File: src/cyc_defines.svh
// Purpose: shared constants for the instruction-cycle and pin interface core
// Assumes: one core clock period per quarter cycle at normal speed
// Notes: offsets of fields inside the 20-bit instruction word, status bits, vectors
//
// Operation
// - whole instruction done within one cycle, >=150ns
// - input, rotate, mask, ALU, rotate, merge, output
// - drive 13-bit program address, LSB lowest
// - accept 20-bit instruction word from program store
// - NMI raised on each falling NMI edge
// - INT sampled in Q4, pushes next address
// - one active-low bank select per peripheral bank
// - address flag high while address driven
// - data flag high while data driven
// - eight active-low three-state bus lines
// - master strobe high only in Q4
// - sync clock high in Q3 and Q4
// - halt sampled in Q1 skips the cycle
// - slow request in Q1 halves the rate
// - one quarter per input clock period
// - status input pin copied during Q4
// - user flag and nonzero pins from status
// - accept pin is mask clear and stack not full
// - carry register shown on carry pin
// - no bank selected floats bus; one at most
// - both flags low reads; never both high
`ifndef CYC_DEFINES_SVH
`define CYC_DEFINES_SVH

// ==========================================================
// timing
`define CYC_MIN_NS 150
`define CYC_CLK_NS 100
`define CYC_MIN_CLKS ((`CYC_MIN_NS + `CYC_CLK_NS - 1) / `CYC_CLK_NS)

// ==========================================================
// instruction word fields
`define F_OP 19:17
`define F_SRC 16:13
`define F_RROT 12:10
`define F_LEN 9:7
`define F_DST 6:3
`define F_IOBANK 2:1
`define F_IODIR 0
`define F_IMM 16:9
`define F_JADDR 12:0

// ==========================================================
// register addresses, status bits, vectors
`define REG_AUX 4'h0
`define REG_BANK_A 4'hC
`define REG_BANK_C 4'hE
`define REG_STATUS 4'hF
`define ST_MASK 0
`define ST_NOT_ZERO 1
`define ST_USER_FLAG 2
`define ST_UF0 3
`define ST_UF1 4
`define ST_SI 5
`define ST_SE 6
`define ST_STK_FULL 7
`define NMI_VEC 13'h0001
`define INT_VEC 13'h0002

`endif

File: src/cyc_pkg.sv
// Purpose: types shared by the cycle timer and the pin interface core
// Assumes: nothing beyond SystemVerilog enums
// Notes: default encodings, counting up from zero in the listed order
package cyc_pkg;
  // ==========================================================
  // quarter of the instruction cycle
  typedef enum logic [1:0] {Q1, Q2, Q3, Q4} quarter_t;
  // instruction classes
  typedef enum logic [2:0] {OP_MOVE, OP_ADD, OP_AND, OP_XOR, OP_XMIT, OP_JMP, OP_CALL, OP_RET} op_t;
endpackage : cyc_pkg

File: src/cycle_pin_core.sv
// Purpose: instruction-cycle sequencing and external pins of the bit-oriented controller
// Assumes: core_clk is the base clock; all pin inputs synchronous to it
// Notes: io bus is three signals; true data = ~io_bus_out when io_bus_oe
`timescale 1ns/1ns
`include "cyc_defines.svh"
module cycle_pin_core
  import cyc_pkg::*;
#(
  parameter int STACK_DEPTH = 16
) (
  input wire logic core_clk,
  input wire logic reset,
  output logic [12:0] prog_addr,
  input wire logic [19:0] instr_in,
  input wire logic nmi_n,
  input wire logic int_n,
  input wire logic halt_n,
  input wire logic half_speed_request_n,
  input wire logic si_pin,
  output logic [2:0] bank_sel_n,
  output logic addr_out_flag,
  output logic data_out_flag,
  input wire logic [7:0] io_bus_in,
  output logic [7:0] io_bus_out,
  output logic io_bus_oe,
  output logic master_strobe,
  output logic q34_sync_clock,
  output logic user_flag_out,
  output logic result_not_zero,
  output logic intr_accept_out,
  output logic carry_out_pin
);
  localparam int SPW = $clog2(STACK_DEPTH + 1);

  // ==========================================================
  // state
  typedef struct packed {
    logic [12:0] pc; // program address
    logic [19:0] iword; // instruction latched at end of Q1
    logic run; // cycle not halted
    logic [7:0] in_data; // true-polarity data read from bus
    logic [7:0] out_q; // pin-polarity data to drive
    logic [14:0][7:0] regs; // aux, general and bank address regs
    logic carry; // carry register
    logic int_mask_bit, not_zero, user_flag, uf0, uf1, si; // writable and sampled status bits
    logic [STACK_DEPTH-1:0][12:0] stk; // return stack
    logic [SPW-1:0] sp; // entries in use
    logic nmi_prev; // last NMI level for edge detection
    logic nmi_pend; // NMI waiting for a boundary
    logic [2:0] cyc_cnt; // clocks into this cycle, for checks
  } core_t;
  core_t st_q, st_d;

  quarter_t quarter; // current quarter
  logic q_end; // last clock of current quarter
  logic slow_active; // half-rate cycle

  quarter_timer u_timer (
    .core_clk(core_clk),
    .reset(reset),
    .half_speed_request_n(half_speed_request_n),
    .quarter(quarter),
    .q_end(q_end),
    .slow_active(slow_active)
  );

  // ==========================================================
  // helpers
  function automatic logic [7:0] rot_r(input logic [7:0] v, input logic [2:0] n);
    rot_r = 8'((v >> n) | (v << (4'h8 - {1'b0, n})));
  endfunction : rot_r

  function automatic logic [7:0] rot_l(input logic [7:0] v, input logic [2:0] n);
    rot_l = 8'((v << n) | (v >> (4'h8 - {1'b0, n})));
  endfunction : rot_l

  // active-low select for bank 1..3, all high for 0
  function automatic logic [2:0] bank_dec(input logic [1:0] b);
    bank_dec = ~(3'((b != 2'h0) ? (3'h1 << (b - 2'h1)) : 3'h0));
  endfunction : bank_dec

  // ==========================================================
  // decode of the latched instruction
  op_t op;
  logic [3:0] src, dst;
  logic [2:0] rrot, len;
  logic [1:0] io_bank;
  logic io_dir, full, empty;
  logic [7:0] status, src_v, mask, field, aux, alu, dst_old, merged, lmask;
  logic [8:0] sum;
  logic rd_io, wr_io, wr_adr, q34;
  logic [1:0] adr_bank;

  assign op = op_t'(st_q.iword[`F_OP]);
  assign src = st_q.iword[`F_SRC];
  assign dst = st_q.iword[`F_DST];
  assign rrot = st_q.iword[`F_RROT];
  assign len = st_q.iword[`F_LEN];
  assign io_bank = st_q.iword[`F_IOBANK];
  assign io_dir = st_q.iword[`F_IODIR];
  assign full = (st_q.sp == SPW'(STACK_DEPTH));
  assign empty = (st_q.sp == '0);
  assign status = {full, empty, st_q.si, st_q.uf1, st_q.uf0, st_q.user_flag, st_q.not_zero, st_q.int_mask_bit};
  assign aux = st_q.regs[0];

  // data path within one cycle: input, rotate, mask, ALU, rotate back, merge
  assign src_v = rd_io ? st_q.in_data : ((src == `REG_STATUS) ? status : st_q.regs[src]);
  assign mask = 8'((9'h2 << len) - 9'h1);
  assign field = rot_r(src_v, rrot) & mask;
  assign sum = {1'b0, field} + {1'b0, aux};
  always_comb begin
    case (op)
      OP_ADD: alu = sum[7:0];
      OP_AND: alu = field & aux;
      OP_XOR: alu = field ^ aux;
      OP_XMIT: alu = st_q.iword[`F_IMM];
      default: alu = field;
    endcase
  end
  assign lmask = (op == OP_XMIT) ? 8'hFF : rot_l(mask, rrot);
  assign dst_old = wr_io ? 8'h00 : ((dst == `REG_STATUS) ? status : st_q.regs[dst]);
  // aux as destination takes the ALU result right-justified, no merge
  assign merged = (dst == `REG_AUX && !wr_io) ? alu :
                  ((dst_old & ~lmask) | (((op == OP_XMIT) ? alu : rot_l(alu, rrot)) & lmask));

  // ==========================================================
  // bus access kinds; only one bank touched per cycle
  assign rd_io = st_q.run && io_bank != 2'h0 && !io_dir && op <= OP_XOR;
  assign wr_io = st_q.run && io_bank != 2'h0 && io_dir && op <= OP_XMIT;
  assign wr_adr = st_q.run && io_bank == 2'h0 && dst >= `REG_BANK_A && dst <= `REG_BANK_C && op <= OP_XMIT;
  assign adr_bank = 2'(dst - `REG_BANK_A + 4'h1);
  assign q34 = (quarter == Q3) || (quarter == Q4);

  // ==========================================================
  // pins
  // read uses Q2 only; output holds Q3 and Q4 so the strobe latches stable data
  always_comb begin
    bank_sel_n = 3'h7;
    if (quarter == Q2 && rd_io) begin
      bank_sel_n = bank_dec(io_bank);
    end else if (q34 && wr_io) begin
      bank_sel_n = bank_dec(io_bank);
    end else if (q34 && wr_adr) begin
      bank_sel_n = bank_dec(adr_bank);
    end
  end
  assign addr_out_flag = q34 && wr_adr;
  assign data_out_flag = q34 && wr_io;
  assign io_bus_oe = q34 && (wr_io || wr_adr);
  assign io_bus_out = st_q.out_q;
  assign master_strobe = (quarter == Q4);
  assign q34_sync_clock = q34;
  assign prog_addr = st_q.pc;
  assign user_flag_out = st_q.user_flag;
  assign result_not_zero = st_q.not_zero;
  assign intr_accept_out = !st_q.int_mask_bit && !full;
  assign carry_out_pin = st_q.carry;

  // ==========================================================
  // next state
  always_comb begin
    st_d = st_q;
    st_d.nmi_prev = nmi_n;
    st_d.cyc_cnt = (quarter == Q1 && st_q.cyc_cnt != 3'h0 && q_end == 1'b0) ? st_q.cyc_cnt : 3'(st_q.cyc_cnt + 3'h1);
    if (q_end) begin
      case (quarter)
        Q1: begin
          st_d.iword = instr_in;
          st_d.run = halt_n;
        end
        Q2: begin
          if (rd_io) begin
            st_d.in_data = ~io_bus_in;
          end
          st_d.out_q = ~merged;
        end
        Q3: begin
          st_d.out_q = st_q.out_q;
        end
        Q4: begin
          st_d.si = si_pin;
          st_d.cyc_cnt = 3'h0;
          if (st_q.run) begin
            // writeback
            if (op <= OP_XMIT && !wr_io) begin
              if (dst == `REG_STATUS) begin
                st_d.int_mask_bit = merged[`ST_MASK];
                st_d.not_zero = merged[`ST_NOT_ZERO];
                st_d.user_flag = merged[`ST_USER_FLAG];
                st_d.uf0 = merged[`ST_UF0];
                st_d.uf1 = merged[`ST_UF1];
              end else begin
                st_d.regs[dst] = merged;
              end
            end
            if (op <= OP_XOR && dst != `REG_STATUS) begin
              st_d.not_zero = (alu != 8'h00);
            end
            if (op == OP_ADD) begin
              st_d.carry = sum[8];
            end
            // next address
            st_d.pc = 13'(st_q.pc + 13'h1);
            case (op)
              OP_JMP: st_d.pc = st_q.iword[`F_JADDR];
              OP_CALL: begin
                if (!full) begin
                  st_d.stk[st_q.sp] = 13'(st_q.pc + 13'h1);
                  st_d.sp = SPW'(st_q.sp + 1'b1);
                end
                st_d.pc = st_q.iword[`F_JADDR];
              end
              OP_RET: begin
                if (!empty) begin
                  st_d.pc = st_q.stk[SPW'(st_q.sp - 1'b1)];
                  st_d.sp = SPW'(st_q.sp - 1'b1);
                end
              end
              default: st_d.pc = 13'(st_q.pc + 13'h1);
            endcase
            // interrupts only at the boundary of an executed cycle
            if (st_q.nmi_pend || (!int_n && !st_q.int_mask_bit && !full)) begin
              if (st_d.sp != SPW'(STACK_DEPTH)) begin
                st_d.stk[st_d.sp] = st_d.pc;
                st_d.sp = SPW'(st_d.sp + 1'b1);
              end
              st_d.pc = st_q.nmi_pend ? `NMI_VEC : `INT_VEC;
              st_d.int_mask_bit = 1'b1;
              st_d.nmi_pend = 1'b0;
            end
          end
        end
        default: st_d.run = 1'b0;
      endcase
    end
    // a new edge wins over the clear of the boundary above
    if (st_q.nmi_prev && !nmi_n) begin
      st_d.nmi_pend = 1'b1;
    end
  end

  // state register; reset parks pc at zero and blocks bus activity
  always_ff @(posedge core_clk) begin
    if (reset) begin
      st_q <= '0;
      st_q.int_mask_bit <= 1'b1;
      st_q.nmi_prev <= 1'b1;
    end else begin
      st_q <= st_d;
    end
  end
endmodule : cycle_pin_core

File: src/quarter_timer.sv
// Purpose: steps the four quarters of each instruction cycle
// Assumes: core_clk is the base clock; reset synchronous, active high
// Notes: a slow request stretches every quarter of that cycle to two clocks
`timescale 1ns/1ns
module quarter_timer
  import cyc_pkg::*;
(
  input wire logic core_clk,
  input wire logic reset,
  input wire logic half_speed_request_n,
  output quarter_t quarter,
  output logic q_end,
  output logic slow_active
);
  // ==========================================================
  // state
  typedef struct packed {
    quarter_t q; // current quarter
    logic sub; // second clock of a stretched quarter
    logic slow; // this cycle runs at half rate
  } tmr_t;
  tmr_t st_q, st_d;
  logic slow_eff; // slow decision, live in the first clock of Q1

  // slow request is taken in the first clock of Q1 and held for the cycle
  assign slow_eff = (st_q.q == Q1 && !st_q.sub) ? !half_speed_request_n : st_q.slow;
  assign q_end = !slow_eff || st_q.sub;
  assign quarter = st_q.q;
  assign slow_active = slow_eff;

  // next state
  always_comb begin
    st_d = st_q;
    st_d.slow = slow_eff;
    if (q_end) begin
      st_d.sub = 1'b0;
      case (st_q.q)
        Q1: st_d.q = Q2;
        Q2: st_d.q = Q3;
        Q3: st_d.q = Q4;
        Q4: st_d.q = Q1;
        default: st_d.q = Q1;
      endcase
    end else begin
      st_d.sub = 1'b1;
    end
  end

  // state register
  always_ff @(posedge core_clk) begin
    if (reset) begin
      st_q <= '0;
    end else begin
      st_q <= st_d;
    end
  end
endmodule : quarter_timer
File: config.mk
export PLATFORM = sky130hd
export DESIGN_NAME = cycle_pin_core
export DESIGN_NICKNAME = d
export VERILOG_FILES = /design/src/cyc_pkg.sv /design/src/cycle_pin_core.sv /design/src/quarter_timer.sv
export VERILOG_INCLUDE_DIRS = /design/src
export SDC_FILE = /design/constraint.sdc
export NUM_CORES = 1
export LEC_CHECK = 0
export ABC_AREA = 0
export BUFFER_PORTS_ARGS = -buffer_cell sky130_fd_sc_hd__buf_2
export CAP_MARGIN = 10
export CELL_PAD_IN_SITES_DETAIL_PLACEMENT = 1
export CELL_PAD_IN_SITES_GLOBAL_PLACEMENT = 2
export CORE_MARGIN = 2
export CORE_UTILIZATION = 39
export CTS_BUF_LIST = sky130_fd_sc_hd__clkbuf_16
export CTS_CLUSTER_SIZE = 30
export DETAILED_ROUTE_END_ITERATION = 8
export PLACE_DENSITY_LB_ADDON = 0.1
export SYNTH_ARGS = -nofsm -noshare
export SYNTH_HDL_FRONTEND = slang
export SYNTH_HIERARCHICAL = 1
export SYNTH_SLANG_ARGS = --single-unit
File: constraint.sdc
create_clock -name core_clk -period 8.4 [get_ports core_clk]
set_clock_uncertainty 0.05 [all_clocks]
set_input_delay 0.84 -clock core_clk [delete_from_list [all_inputs] [get_ports core_clk]]
set_output_delay 0.84 -clock core_clk [all_outputs]
set_load 0.01 [all_outputs]
==> metrics <==
design internal power=4.20 mW; final worst path period need=7.24 ns; min-delay worst type=in2reg; Pleak=9.62 nW; largest net degree at the start of global routing=160; Critical Path RT=8.78 ns; Final Net Count=3037; Die Span Y=254 um; crit end category=flop; Reg power frac=27.2%; CTS root buffer=clkbuf_16; switch share=45.0%; Worst-path clk slew=0.06 ns; # IOs=68; status=complete, no violations; RSZ-0062 raised after global routing=no; fin cells=3852; Max Cap Violations=0; Rows=91; Fill cells=7421; vias in the first global route=25300; DR vias=25200; H-tree depth=2; dpl hpwl=79.4 mm; Antenna Nets Post-Route=0; crit path DAT=7.62 ns; P_sw=3.43 mW; Die W=254 um; Syn Inst Count=3062; most frequent cells in the layout=576 x nor2_1, 391 x dfxtp_1, 218 x o22ai_1; combinational fraction of design power=42.7%; Initial Util=39.4%; most common cell after layout, fill and taps aside=nor2_1; gr ovfl total=0; CTS tree=yes; DR DRC count=0; CP Max Fanout=29; Worst Max-Slew Pin Slew=1.22 ns; TNS Setup=0 ns; Syn Area/Cell=7.95 um2; Synth Net Count=3122; YS warnings=6; clock latency on the worst-skew pair=0.61 ns; core box area=61700 um2; initial antenna violation count=1; starting DRC count in detailed routing=2206; CTS resizes=0; peak supply drop=0.178 mV; full die area=64400 um2; drt total wl=115 mm; total CTS buffers=49; Final period util=86.2%; critical path launch point type=flop; PD cells=283 nW/um2; final setup fails=0; Slew Limit Fails=0; maximum clock path buffer count=3; diode count=0; Port-buffer cells=67; area grow syn2layout=10.9%; Placed Cells=3762; Hold Vio Cnt, Final=0; Post-CTS Setup Inserts=0; clock power share=30.1%; clk sinks=396; All-Layer GR Usage=35.3%; critical path class=reg2reg; slew margin rel.=18.5%; via-per-instance ratio=6.53; Synth Cell Area=24300 um2; DRT Pass-1 Iters=5; f_max=138 MHz; Hold Buf Count CTS=0; layout cell share with drive strength beyond 1=14.5%; first-pass GRT wire length=170 mm; DR WL/cell=29.9 um; RD Place Congestion=0.954
sequential cells by signal, indices dropped and copies added, names as in the netlist, 2 cells and up:
signal           count
aux                  8
dst                  4
io_bank              2
io_bus_out           8
len                  3
op                   3
prog_addr           13
rrot                 3
src                  4
st_q               340
u_timer/quarter      2
u_timer/st_q         2
layout make-up:
| type | instances | area (um2) | area share, % |
|---|---|---|---|
| inverters | 60 | 225 | 0.835 |
| multi-input cells | 2290 | 14900 | 55.1 |
| clock buffers | 51 | 1280 | 4.73 |
| flip-flops and latches | 396 | 7940 | 29.4 |
| clock inverters | 38 | 429 | 1.59 |
| well taps | 837 | 1050 | 3.88 |
| repair buffers | 180 | 1200 | 4.45 |
power by group through the flow:
stage | clock [mW] | sequential, mW | combinational [mW]
2_1_floorplan | 0 | 2.02 | 2.08
3_3_place_gp | 0 | 2.11 | 3.18
3_5_place_dp | 0 | 2.12 | 3.18
4_1_cts | 2.32 | 2.08 | 3.20
5_1_grt | 2.40 | 2.09 | 3.40
6_report | 2.30 | 2.08 | 3.26
through the flow:
| stage | instance area (um2) | power [mW] | setup WS (ns) | util, % | hold WS [ns] |
|---|---|---|---|---|---|
| final | 27000 | 7.63 | 1.16 | 43.7 | 0.367 |
| after floorplan | 24300 | 4.10 | 2.01 | - | 0.387 |
| after global placement | 25300 | 5.30 | 1.49 | 40.9 | 0.399 |
| after CTS | 27000 | 7.60 | 1.32 | 43.7 | 0.339 |
| after global routing | 27000 | 7.89 | 0.677 | 43.7 | 0.356 |
| after detailed placement | 25300 | 5.30 | 1.37 | 40.9 | 0.415 |
final timing paths:
| kind | start | depth (start not counted) | slack, ns | to |
|---|---|---|---|---|
| worst max-delay path | src[1] | 20 | 1.16 | st_q[248] |
| worst min-delay path | io_bus_in[3] | 2 | 0.37 | st_q[356] |
| worst max register to register | src[1] | 20 | 1.16 | st_q[248] |
| worst min register to register | st_q[282] | 2 | 0.42 | st_q[282] |
layer usage:
layer | GRT usage, % | routed length (um) | up-vias
met3 | 5.59 | 7110 | 266
met5 | 0 | 16 | -
met4 | 19.0 | 6810 | 2
met2 | 58.4 | 54300 | 960
met1 | 44.1 | 47000 | 12800
li1 | - | - | 11200
critical path, stage by stage, from the launching register on:
cell and delay [ns]:
dfxtp_2 0.85, buf_4 0.47, nand4_1 0.47, o221ai_1 0.67, a21boi_0 0.23, nor3_1 0.44
o2111ai_1 0.28, nor2b_1 0.21, ha_1 0.25, a211oi_1 0.30, o211ai_1 0.22, nand3_1 0.23
o21ai_0 0.15, nor4_1 0.39, o21ai_0 0.15, o41ai_1 0.12, nor2_1 0.29, nor2_1 0.29
nor4_2 0.10, a21oi_2 0.68, a211oi_1 0.17
(Power assumes the default switching activity.)
